<file path="src/sim_map.vh">
// register map and timing constants of the system integrity monitor
`ifndef SIM_MAP_VH
`define SIM_MAP_VH

`define SIM_CSR_OFFSET      12'h000
`define SIM_CSR_RESET       8'h00

`define SIM_BIT_SRC_SEL     7
`define SIM_BIT_AVD_IE      6
`define SIM_BIT_AVD_FLAG    5
`define SIM_BIT_LVD_CAUSE   4
`define SIM_BIT_RESERVED    3
`define SIM_BIT_CSS_IE      2
`define SIM_BIT_CSS_DET     1
`define SIM_BIT_WDG_CAUSE   0

`define SIM_LOSS_CYCLES     8
`define SIM_FILTER_CYCLES   2

`endif

</file>
<file path="src/clock_loss_watch.v">
// main oscillator activity watch with optional spike filter
module clock_loss_watch #(
  parameter LOSS_CYCLES   = 8,
  parameter FILTER_CYCLES = 2,
  parameter CNT_W         = 8
) (
  input  wire clk,
  input  wire rst,
  input  wire enable,
  input  wire filter_on,
  input  wire osc_in,
  output wire lost
);

  localparam [CNT_W-1:0] LOSS_MAX   = LOSS_CYCLES;
  localparam [CNT_W-1:0] FILTER_MAX = FILTER_CYCLES;
  localparam [CNT_W-1:0] CNT_ONE    = 1;

  reg             osc_meta_q;
  reg             osc_sync_q;
  reg             osc_prev_q;
  reg             level_q;
  reg [CNT_W-1:0] stable_q;
  reg [CNT_W-1:0] idle_q;
  reg             lost_q;

  wire sample_changed = osc_sync_q != osc_prev_q;
  wire level_move     = (osc_prev_q != level_q) &&
                        (!filter_on || stable_q >= FILTER_MAX);

  always @(posedge clk or posedge rst) begin
    if (rst) begin
      osc_meta_q <= 1'b0;
      osc_sync_q <= 1'b0;
    end else begin
      osc_meta_q <= osc_in;
      osc_sync_q <= osc_meta_q;
    end
  end

  always @(posedge clk or posedge rst) begin
    if (rst) begin
      osc_prev_q <= 1'b0;
      stable_q   <= {CNT_W{1'b0}};
      level_q    <= 1'b0;
      idle_q     <= {CNT_W{1'b0}};
      lost_q     <= 1'b0;
    end else if (!enable) begin
      osc_prev_q <= osc_sync_q;
      stable_q   <= {CNT_W{1'b0}};
      level_q    <= osc_sync_q;
      idle_q     <= {CNT_W{1'b0}};
      lost_q     <= 1'b0;
    end else begin
      osc_prev_q <= osc_sync_q;
      // with filter_on set, spikes shorter than the filter span never move the level
      if (sample_changed) begin
        stable_q <= CNT_ONE;
      end else if (stable_q < FILTER_MAX) begin
        stable_q <= stable_q + CNT_ONE;
      end
      if (level_move) begin
        level_q <= osc_prev_q;
        idle_q  <= {CNT_W{1'b0}};
        lost_q  <= 1'b0;
      end else if (idle_q >= LOSS_MAX) begin
        lost_q <= 1'b1;
      end else begin
        idle_q <= idle_q + CNT_ONE;
      end
    end
  end

  assign lost = lost_q;

endmodule

</file>
<file path="src/system_integrity_monitor.v">
// system integrity monitor: voltage detector, clock watch and control/status register
`include "sim_map.vh"

module system_integrity_monitor #(
  parameter ADDR_W        = 12,
  parameter LOSS_CYCLES   = `SIM_LOSS_CYCLES,
  parameter FILTER_CYCLES = `SIM_FILTER_CYCLES
) (
  input  wire              CLK,
  input  wire              RESET,
  input  wire              HSEL,
  input  wire [ADDR_W-1:0] HADDR,
  input  wire [1:0]        HTRANS,
  input  wire              HWRITE,
  input  wire [2:0]        HSIZE,
  input  wire [31:0]       HWDATA,
  input  wire              HREADY,
  output wire              HREADYOUT,
  output wire              HRESP,
  output wire [31:0]       HRDATA,
  input  wire              LVD_OPTION_EN,
  input  wire              CSS_OPTION_EN,
  input  wire              PLL_ENABLE,
  input  wire              SUPPLY_CMP,
  input  wire              SENSE_CMP,
  input  wire              MAIN_OSC,
  input  wire              LVD_RESET_CAUSE,
  input  wire              WDG_RESET_CAUSE,
  input  wire              GLOBAL_MASK,
  input  wire              WAIT_MODE,
  input  wire              HALT_MODE,
  input  wire              AVD_IRQ_ACK,
  output wire              AVD_IRQ,
  output wire              CSS_IRQ,
  output wire              WAIT_WAKE,
  output wire              SAFE_CLK_SEL,
  output wire              SAFE_OSC_EN
);

  ////////////////////////////////////////////////////////////////////////////////
  // constants

  localparam [ADDR_W-1:0] CSR_ADDR  = `SIM_CSR_OFFSET;
  localparam [7:0]        CSR_RESET = `SIM_CSR_RESET;

  ////////////////////////////////////////////////////////////////////////////////
  // declarations

  reg  [1:0] cmp_meta_q;
  reg  [1:0] cmp_sync_q;

  reg        src_sel_q;
  reg        avd_ie_q;
  reg        avd_flag_q;
  reg        lvd_cause_q;
  reg        css_ie_q;
  reg        css_det_q;
  reg        wdg_cause_q;
  reg        avd_pend_q;
  reg        armed_q;
  reg        caught_q;
  reg        safe_sel_q;

  reg        src_sel_d;
  reg        avd_ie_d;
  reg        avd_flag_d;
  reg        lvd_cause_d;
  reg        css_ie_d;
  reg        css_det_d;
  reg        wdg_cause_d;
  reg        avd_pend_d;

  reg        wr_active_q;
  reg        rd_active_q;
  reg        hit_q;

  wire       accept;
  wire       addr_hit;
  wire       wr_done;
  wire       rd_done;
  wire [7:0] wdata;
  wire [7:0] csr_value;
  wire       avd_live;
  wire       avd_toggle;
  wire       avd_enable_rise;
  wire       avd_set;
  wire       avd_clr;
  wire       css_watch_on;
  wire       main_lost;
  wire       css_req;
  wire       frozen;

  ////////////////////////////////////////////////////////////////////////////////
  // comparator input synchronisers

  always @(posedge CLK or posedge RESET) begin
    if (RESET) begin
      cmp_meta_q <= 2'h0;
      cmp_sync_q <= 2'h0;
    end else begin
      cmp_meta_q <= {SENSE_CMP, SUPPLY_CMP};
      cmp_sync_q <= cmp_meta_q;
    end
  end

  assign avd_live = src_sel_q ? cmp_sync_q[1] : cmp_sync_q[0];

  ////////////////////////////////////////////////////////////////////////////////
  // bus slave

  // zero wait state, always OKAY; HSIZE is ignored and any access size to the word hits
  assign HREADYOUT = 1'b1;
  assign HRESP     = 1'b0;

  assign accept   = HSEL && HREADY && HTRANS[1];
  assign addr_hit = {HADDR[ADDR_W-1:2], 2'b00} == CSR_ADDR;

  always @(posedge CLK or posedge RESET) begin
    if (RESET) begin
      wr_active_q <= 1'b0;
      rd_active_q <= 1'b0;
      hit_q       <= 1'b0;
    end else if (HREADY) begin
      wr_active_q <= accept && HWRITE;
      rd_active_q <= accept && !HWRITE;
      hit_q       <= accept && addr_hit;
    end
  end

  assign frozen  = HALT_MODE;
  assign wr_done = wr_active_q && hit_q && HREADY && !frozen;
  assign rd_done = rd_active_q && hit_q && HREADY && !frozen;
  assign wdata   = HWDATA[7:0];

  assign HRDATA = (rd_active_q && hit_q) ? {24'h000000, csr_value} : 32'h00000000;

  ////////////////////////////////////////////////////////////////////////////////
  // clock watch

  // watch and safe oscillator off in halt
  assign css_watch_on = CSS_OPTION_EN && !HALT_MODE;

  clock_loss_watch #(
    .LOSS_CYCLES   (LOSS_CYCLES),
    .FILTER_CYCLES (FILTER_CYCLES),
    .CNT_W         (8)
  ) u_watch (
    .clk       (CLK),
    .rst       (RESET),
    .enable    (css_watch_on),
    .filter_on (PLL_ENABLE),
    .osc_in    (MAIN_OSC),
    .lost      (main_lost)
  );

  always @(posedge CLK or posedge RESET) begin
    if (RESET) begin
      safe_sel_q <= 1'b0;
    end else begin
      safe_sel_q <= main_lost && css_watch_on;
    end
  end

  assign SAFE_CLK_SEL = safe_sel_q;
  assign SAFE_OSC_EN  = css_watch_on;

  ////////////////////////////////////////////////////////////////////////////////
  // voltage detector events

  // no edge on the first cycle after reset
  assign avd_toggle      = armed_q && (avd_flag_d != avd_flag_q);
  assign avd_enable_rise = wr_done && wdata[`SIM_BIT_AVD_IE] && !avd_ie_q;

  // both edges in supply and sense pin mode
  assign avd_set = (avd_toggle && avd_ie_q) || (avd_enable_rise && avd_flag_q);

  assign avd_clr = AVD_IRQ_ACK || (wr_done && !wdata[`SIM_BIT_AVD_IE]);

  ////////////////////////////////////////////////////////////////////////////////
  // register next values

  always @* begin
    src_sel_d   = src_sel_q;
    avd_ie_d    = avd_ie_q;
    avd_flag_d  = avd_flag_q;
    lvd_cause_d = lvd_cause_q;
    css_ie_d    = css_ie_q;
    css_det_d   = css_det_q;
    wdg_cause_d = wdg_cause_q;
    avd_pend_d  = avd_pend_q;
    if (!frozen) begin
      avd_flag_d = LVD_OPTION_EN ? avd_live : 1'b0;
      if (wr_done) begin
        src_sel_d = wdata[`SIM_BIT_SRC_SEL];
        avd_ie_d  = wdata[`SIM_BIT_AVD_IE];
        css_ie_d  = wdata[`SIM_BIT_CSS_IE];
        if (!wdata[`SIM_BIT_LVD_CAUSE]) begin
          lvd_cause_d = 1'b0;
        end
        if (!wdata[`SIM_BIT_WDG_CAUSE]) begin
          wdg_cause_d = 1'b0;
        end
      end
      // read clears after recovery, set wins
      if (rd_done && !main_lost) begin
        css_det_d = 1'b0;
      end
      if (main_lost && css_watch_on) begin
        css_det_d = 1'b1;
      end
      if (!CSS_OPTION_EN) begin
        css_det_d = 1'b0;
      end
      if (avd_clr) begin
        avd_pend_d = 1'b0;
      end
      if (avd_set) begin
        avd_pend_d = 1'b1;
      end
    end else if (AVD_IRQ_ACK) begin
      avd_pend_d = 1'b0;
    end
  end

  ////////////////////////////////////////////////////////////////////////////////
  // register flip-flops

  always @(posedge CLK or posedge RESET) begin
    if (RESET) begin
      src_sel_q  <= CSR_RESET[`SIM_BIT_SRC_SEL];
      avd_ie_q   <= CSR_RESET[`SIM_BIT_AVD_IE];
      avd_flag_q <= CSR_RESET[`SIM_BIT_AVD_FLAG];
      css_ie_q   <= CSR_RESET[`SIM_BIT_CSS_IE];
      css_det_q  <= CSR_RESET[`SIM_BIT_CSS_DET];
      avd_pend_q <= 1'b0;
      armed_q    <= 1'b0;
    end else begin
      src_sel_q  <= src_sel_d;
      avd_ie_q   <= avd_ie_d;
      avd_flag_q <= avd_flag_d;
      css_ie_q   <= css_ie_d;
      css_det_q  <= css_det_d;
      avd_pend_q <= avd_pend_d;
      armed_q    <= 1'b1;
    end
  end

  // reset-cause flags are caught on the first edge after release
  always @(posedge CLK or posedge RESET) begin
    if (RESET) begin
      lvd_cause_q <= CSR_RESET[`SIM_BIT_LVD_CAUSE];
      wdg_cause_q <= CSR_RESET[`SIM_BIT_WDG_CAUSE];
      caught_q    <= 1'b0;
    end else if (!caught_q) begin
      lvd_cause_q <= LVD_RESET_CAUSE;
      wdg_cause_q <= WDG_RESET_CAUSE && !LVD_RESET_CAUSE;
      caught_q    <= 1'b1;
    end else begin
      lvd_cause_q <= lvd_cause_d;
      wdg_cause_q <= wdg_cause_d;
    end
  end

  ////////////////////////////////////////////////////////////////////////////////
  // read value and interrupt outputs

  // reserved bit reads as zero
  assign csr_value = {src_sel_q,
                      avd_ie_q,
                      avd_flag_q,
                      lvd_cause_q,
                      1'b0,
                      css_ie_q,
                      css_det_q,
                      wdg_cause_q};

  assign css_req = css_det_q && css_ie_q && CSS_OPTION_EN;

  assign AVD_IRQ = avd_pend_q && !GLOBAL_MASK;
  assign CSS_IRQ = css_req && !GLOBAL_MASK;

  assign WAIT_WAKE = WAIT_MODE && !HALT_MODE && (AVD_IRQ || CSS_IRQ);

endmodule

</file>
<file path="config.mk">
export PLATFORM = sky130hd
export DESIGN_NAME = system_integrity_monitor
export DESIGN_NICKNAME = d
export VERILOG_FILES = /design/src/clock_loss_watch.v /design/src/system_integrity_monitor.v
export VERILOG_INCLUDE_DIRS = /design/src
export SDC_FILE = /design/constraint.sdc
export NUM_CORES = 1
export LEC_CHECK = 0
export ABC_AREA = 0
export BUFFER_PORTS_ARGS = -buffer_cell sky130_fd_sc_hd__buf_2
export CAP_MARGIN = 20
export CORE_AREA = 2 2 83 85
export DETAILED_ROUTE_END_ITERATION = 8
export DIE_AREA = 0 0 85 87
export GPL_TIMING_DRIVEN = 0
export SYNTH_ARGS = -nofsm -noshare
export SYNTH_HDL_FRONTEND = slang
export SYNTH_SLANG_ARGS = --single-unit
</file>
<file path="constraint.sdc">
create_clock -name CLK -period 4.3 [get_ports CLK]
set_input_delay 0.215 -clock CLK [delete_from_list [all_inputs] [get_ports CLK]]
set_output_delay 0.215 -clock CLK [all_outputs]
set_load 0.01 [all_outputs]
</file>
== After elaboration in Yosys (flattened, before gate mapping) ==
Cells that the tools add are included.
Word-level totals
  input bits: 66
  output and inout bits: 39
  logic and storage cells: 118
  register bits after elaboration: 38
Operators by class
  reductions and logical operators: 47
  mux-type cells: 30
  magnitude comparators: 3
  $add $sub $neg: 2
  bitwise operators: 1
  equality and inequality tests: 13
Operators by type and width (count)
  2-to-1 mux 8 bit: 7
  logical AND 1 bit: 28
  2-to-1 mux 1 bit: 23
  adder 8 x 1 -> 8 bit, second input constant: 2
  zero test 10 bit: 1
  inequality test 3 x 1 -> 1 bit, second input constant: 3
  greater-or-equal comparator 8 x 2 -> 1 bit, second input constant: 1
  greater-or-equal comparator 8 x 4 -> 1 bit, second input constant: 1
  zero test 1 bit: 8
  less-than comparator 8 x 2 -> 1 bit, second input constant: 1
  inequality test 2 x 1 -> 1 bit, second input constant: 3
  inequality test 2 bit, second input constant: 3
  AND reduction 2 bit: 3
  AND reduction 3 bit: 2
  logical OR 1 bit: 4
  inequality test 1 bit: 3
  inequality test 3 x 2 -> 1 bit, second input constant: 1
  nonzero test 3 bit: 1
  inverter 1 bit: 1

== Logic depth before layout (Yosys ltp) ==
  word-level depth: 9
  mapped depth: 5
  depth with buffers taken out: 5

== By module ==
From an unflattened synthesis, not the netlist that was laid out.
Unflattened totals
  cell total of the unflattened synthesis: 180
  area total of the unflattened synthesis: 1919.3 sq um
By module, submodules not included
  system_integrity_monitor: sequential area each 425.4 sq um, instances 1, cells an instance 100, area an instance 1006.0 sq um
  clock_loss_watch: sequential area each 525.5 sq um, instances 1, cells an instance 80, area an instance 913.4 sq um

== Worst setup path before layout ==
Ideal clock, no wire load.
  path kind: reg-to-reg
  start point: register u_watch.idle_q[7]
  end point: register u_watch.idle_q[2]
  slack: 2737 ps
  cell stages (with the launch flop): 4
  clock period less this slack: 1563 ps
  required time: 4211 ps
  library setup time: 89 ps
  path buffers: 0
  arrival time: 1474 ps
  path through: dfrtp_1 > or4_4 > or3_1 > a211oi_2
On the way
  word-level cells in the longest chain between the ends: 2
Ends and longest elaborated chain
  from (decl): RTL line clock_loss_watch.v:24  | reg [CNT_W-1:0] idle_q;
  from (signal assigned): RTL line clock_loss_watch.v:46  | idle_q <= {CNT_W{1'b0}};
  from (signal assigned): RTL line clock_loss_watch.v:52  | idle_q <= {CNT_W{1'b0}};
  from (signal assigned): RTL line clock_loss_watch.v:64  | idle_q <= {CNT_W{1'b0}};
  greater-or-equal comparator 8 x 4 -> 1 bit: RTL line clock_loss_watch.v:66  | end else if (idle_q >= LOSS_MAX) begin
  inequality test 3 x 2 -> 1 bit (no source line)
No other way between the ends.
A chain may end at the register's enable or synchronous reset.

== Worst setup path in the final report ==
  start point: register hit_q
  end point: register avd_pend_q
On the way
  word-level cells in the longest chain between the ends: 9
  elaborated cells on any way between the ends: 13
  those cells by class: 2 x mux; 11 x reduce/logical
Ends and longest elaborated chain
  from (decl): RTL line system_integrity_monitor.v:75  | reg hit_q;
  from (signal assigned): RTL line system_integrity_monitor.v:126  | hit_q <= accept && addr_hit;
  logical AND 1 bit * (3 in series): RTL line system_integrity_monitor.v:131  | assign wr_done = wr_active_q && hit_q && HREADY && !frozen;
  logical AND 1 bit (2 in series): RTL line system_integrity_monitor.v:172  | assign avd_enable_rise = wr_done && wdata[`SIM_BIT_AVD_IE] && !avd_ie_q;
  logical AND 1 bit: RTL line system_integrity_monitor.v:175  | assign avd_set = (avd_toggle && avd_ie_q) || (avd_enable_rise && avd_flag_q);
  logical OR 1 bit: RTL line system_integrity_monitor.v:175
  nonzero test 3 bit (no source line) / 2-to-1 mux 1 bit (equally long branches)
  AND reduction 2 bit (no source line) / 2-to-1 mux 1 bit (equally long branches)
  to (signal assigned): RTL line system_integrity_monitor.v:243  | avd_pend_q <= avd_pend_d;
  to (decl): RTL line system_integrity_monitor.v:59  | reg avd_pend_q;
Mark *: on every way between the ends. The rest lies on a longest branch, timed or not.

==> impl_metrics.tcl <==
set metrics [dict create \
    start_kind "register" \
    cts.repair.resized 0 \
    fin_tns_setup_ns 0 \
    cp_slowest_cell "o32a_1" \
    synth_top_family_by_area "simple AND/OR/NAND/NOR gates" \
    final_util_pct 36.6 \
    yosysSeqAreaShare_pct 50.0 \
    yosys-top-cells-count "dfrtp_1, buf_4, and3_1" \
    antenna_cells 0 \
    synth_top_area_share_pct 50.0 \
    vias 1414 \
    rsz0062_at_grt "no" \
    wl_per_cell_um 10.7 \
    nets 323 \
    yosysUniqueCellTypes 42 \
    synth_compound_area_share_pct 9.02 \
    die_w_um 85 \
    grt_pass1_wl_mm 5.82 \
    worst_slack_ns 2.62 \
    worst_pin_slew_ns 0.908 \
    portBuffers 43 \
    r2r_cells 4 \
    worst_setup_path_end_kind "register" \
    syn_to_final_growth_pct 26.5 \
    ys_async_sr_fraction_pct 100 \
    power_density_nw_per_um2 294 \
    synth_flop_cell "dfrtp_1" \
    yosys.cell_count.top_type "dfrtp_1" \
    relSlewSlack_pct 39.2 \
    start_util_pct 28.9 \
    viasPerCell 4.23 \
    worstHoldPathCells 1 \
    cts_max_level 2 \
    numCtsBuffers 5 \
    synth_edf_count 0 \
    cap_violations 0 \
    core.rowCount 30 \
    antenna_found_initial 0 \
    synth_adder_area_share_pct 2.63 \
    overflow 0 \
    clkTransAtPathRegs_ns 0.07 \
    clock_latency_ns 0.28 \
    finalMaxSlewViolations 0 \
    fin_worst_skew_ns 0.00450 \
    post-cts-setup-buffer-count 0 \
    cp_data_required_time_ns 4.50 \
    min_period_ns 1.68 \
    crit_arrival_ns 1.88 \
    synth_area_um2 1900 \
    setup_violations 0 \
    max-clock-path-buffers 2 \
    cts.hold.buffers_added 0 \
    place_ws_ns 2.62 \
    min_path_type "input port to register" \
    synthesis.instances 177 \
    place.detailed.hpwl_mm 2.81 \
    hold_viol 0 \
    cts_sinks 38 \
    yosys_warnings 0 \
    status "finished, final reports clean" \
    synth_xor_area_share_pct 1.38 \
    core-area_um2 6570 \
    crit_chain "clkbuf_1, nand4b_1, o32a_1, o211ai_1" \
    synthMuxAreaShare_pct 2.96 \
    dr.pass1.iters 3 \
    grt_use_total_pct 9.99 \
    critPathMaxFanout 10 \
    drtAntennaViolNets 0 \
    hold_ws_ns 0.0319 \
    synthSimpleGateAreaFrac_pct 20.1 \
    crit_path_max_incr_delay_ns 0.45 \
    p_leak_uw 0.00131 \
    gp_congestion 0.730 \
    fin_crit_sh_pct 39.0 \
    die-area_um2 7400 \
    grt_max_degree 39 \
    routed_wl_mm 3.58 \
    die_h_um 87 \
    criticalPathCategory "register to register" \
    fmax_ghz 0.596 \
    avgSynthCellArea_um2 10.7 \
    root_buffer "clkbuf_8" \
    layout-drive-gt1-share_pct 35.4 \
    drt-initial-drc-count 54 \
    tritoncts "yes" \
    drc_errors 0 \
    vdd_drop_max_uv 142 \
    synth_top_cell_by_area "dfrtp_1" \
    ioPinCount 105 \
    ys_ff_latch 38 \
    synthTopCellsByArea "dfrtp_1, buf_4, and3_1, mux2_2, ha_1" \
    grt_pass1_vias 1256 \
]
## registers in the layout (all words and copies together) (netlist names), 2 cells and up
register	count
u_watch.stable_q	8
cmp_sync_q	2
u_watch.idle_q	8
cmp_meta_q	2
## metal layers
metal,vias up,global-route usage [%],routed length [um]
met4,0,3.90,56
met3,7,3.13,232
met1,652,12.3,1500
li1,721,-,-
met2,34,16.4,1790
met5,-,0,0
## path summary, 6_finish.rpt
| kind | startpoint | end | slack, ns |
|---|---|---|---|
| worst max-delay path | hit_q | avd_pend_q | 2.62 |
| worst min-delay path | MAIN_OSC | u_watch.osc_meta_q | 0.03 |
| worst max register to register | hit_q | avd_pend_q | 2.62 |
| worst min register to register | cmp_meta_q[1] | cmp_sync_q[1] | 0.35 |
| min in group asynchronous | RESET | cmp_meta_q[0] | 0.07 |
| max in group asynchronous | RESET | u_watch.idle_q[1] | 3.74 |
## final cells by class
type / instances / area, um2
Buffer: 30 / 214
Multi-Input combinational cell: 124 / 792
Timing Repair Buffer: 43 / 215
Tap cell: 80 / 100
Inverter: 11 / 41.3
Clock buffer: 7 / 86.3
Clock inverter: 1 / 5.00
Fill cell: 674 / 4160
Sequential cell: 38 / 951
## report_power, final
part / leakage (uW) / internal (uW) / switching, uW
combinational: 0.000757 / 37.9 / 43.2
clock: 0.0000482 / 129 / 120
sequential: 0.000503 / 367 / 8.17
total: 0.00131 / 534 / 172
## per-stage QoR
stage	total power (uW)	instance area, um2	instances
6_report	706	2400	334
5_1_grt	749	2400	334
4_1_cts	718	2400	334
3_5_place_dp	464	2310	326
3_3_place_gp	462	2310	326
2_1_floorplan	438	2000	203
## cell usage in the layout, fill, tap and decap left out, types with 3 or more instances in the layout
cell type,Yosys,routed
nor4_1,3,3
clkbuf_1,3,4
a31oi_1,5,5
nor3_1,8,8
nor3b_1,3,3
and3_1,13,13
ha_1,4,4
clkbuf_8,0,6
inv_1,10,9
buf_2,0,43
o211ai_1,3,3
conb_1,2,28
buf_4,27,27
o21ai_1,3,3
nor2_1,5,5
a211oi_1,3,3
a21o_1,3,3
dfrtp_1,38,38
nand2_1,6,6
mux2_2,5,5
nand3_1,4,4
nor2b_1,3,3
## cells by family (layout without fill, tap and decap cells)
group | count (synthesis) | in the layout
buffers and inverters | 41 | 92
and+or+nand+nor | 60 | 60
other | 2 | 28
AOI/OAI and AO/OA | 24 | 24
xor gates and xnor gates | 3 | 3
adders and majority gates | 4 | 4
DFF | 38 | 38
muxes | 5 | 5
## worst max-delay path: cells and delay by family (launching register included)
| kind | cells | cell delay [ns] |
|---|---|---|
| compound gates | 2 | 0.61 |
| buf+inv | 1 | 0.28 |
| flops | 1 | 0.32 |
| simple gates | 1 | 0.38 |
Note: power is estimated with default switching activity, not from simulation.
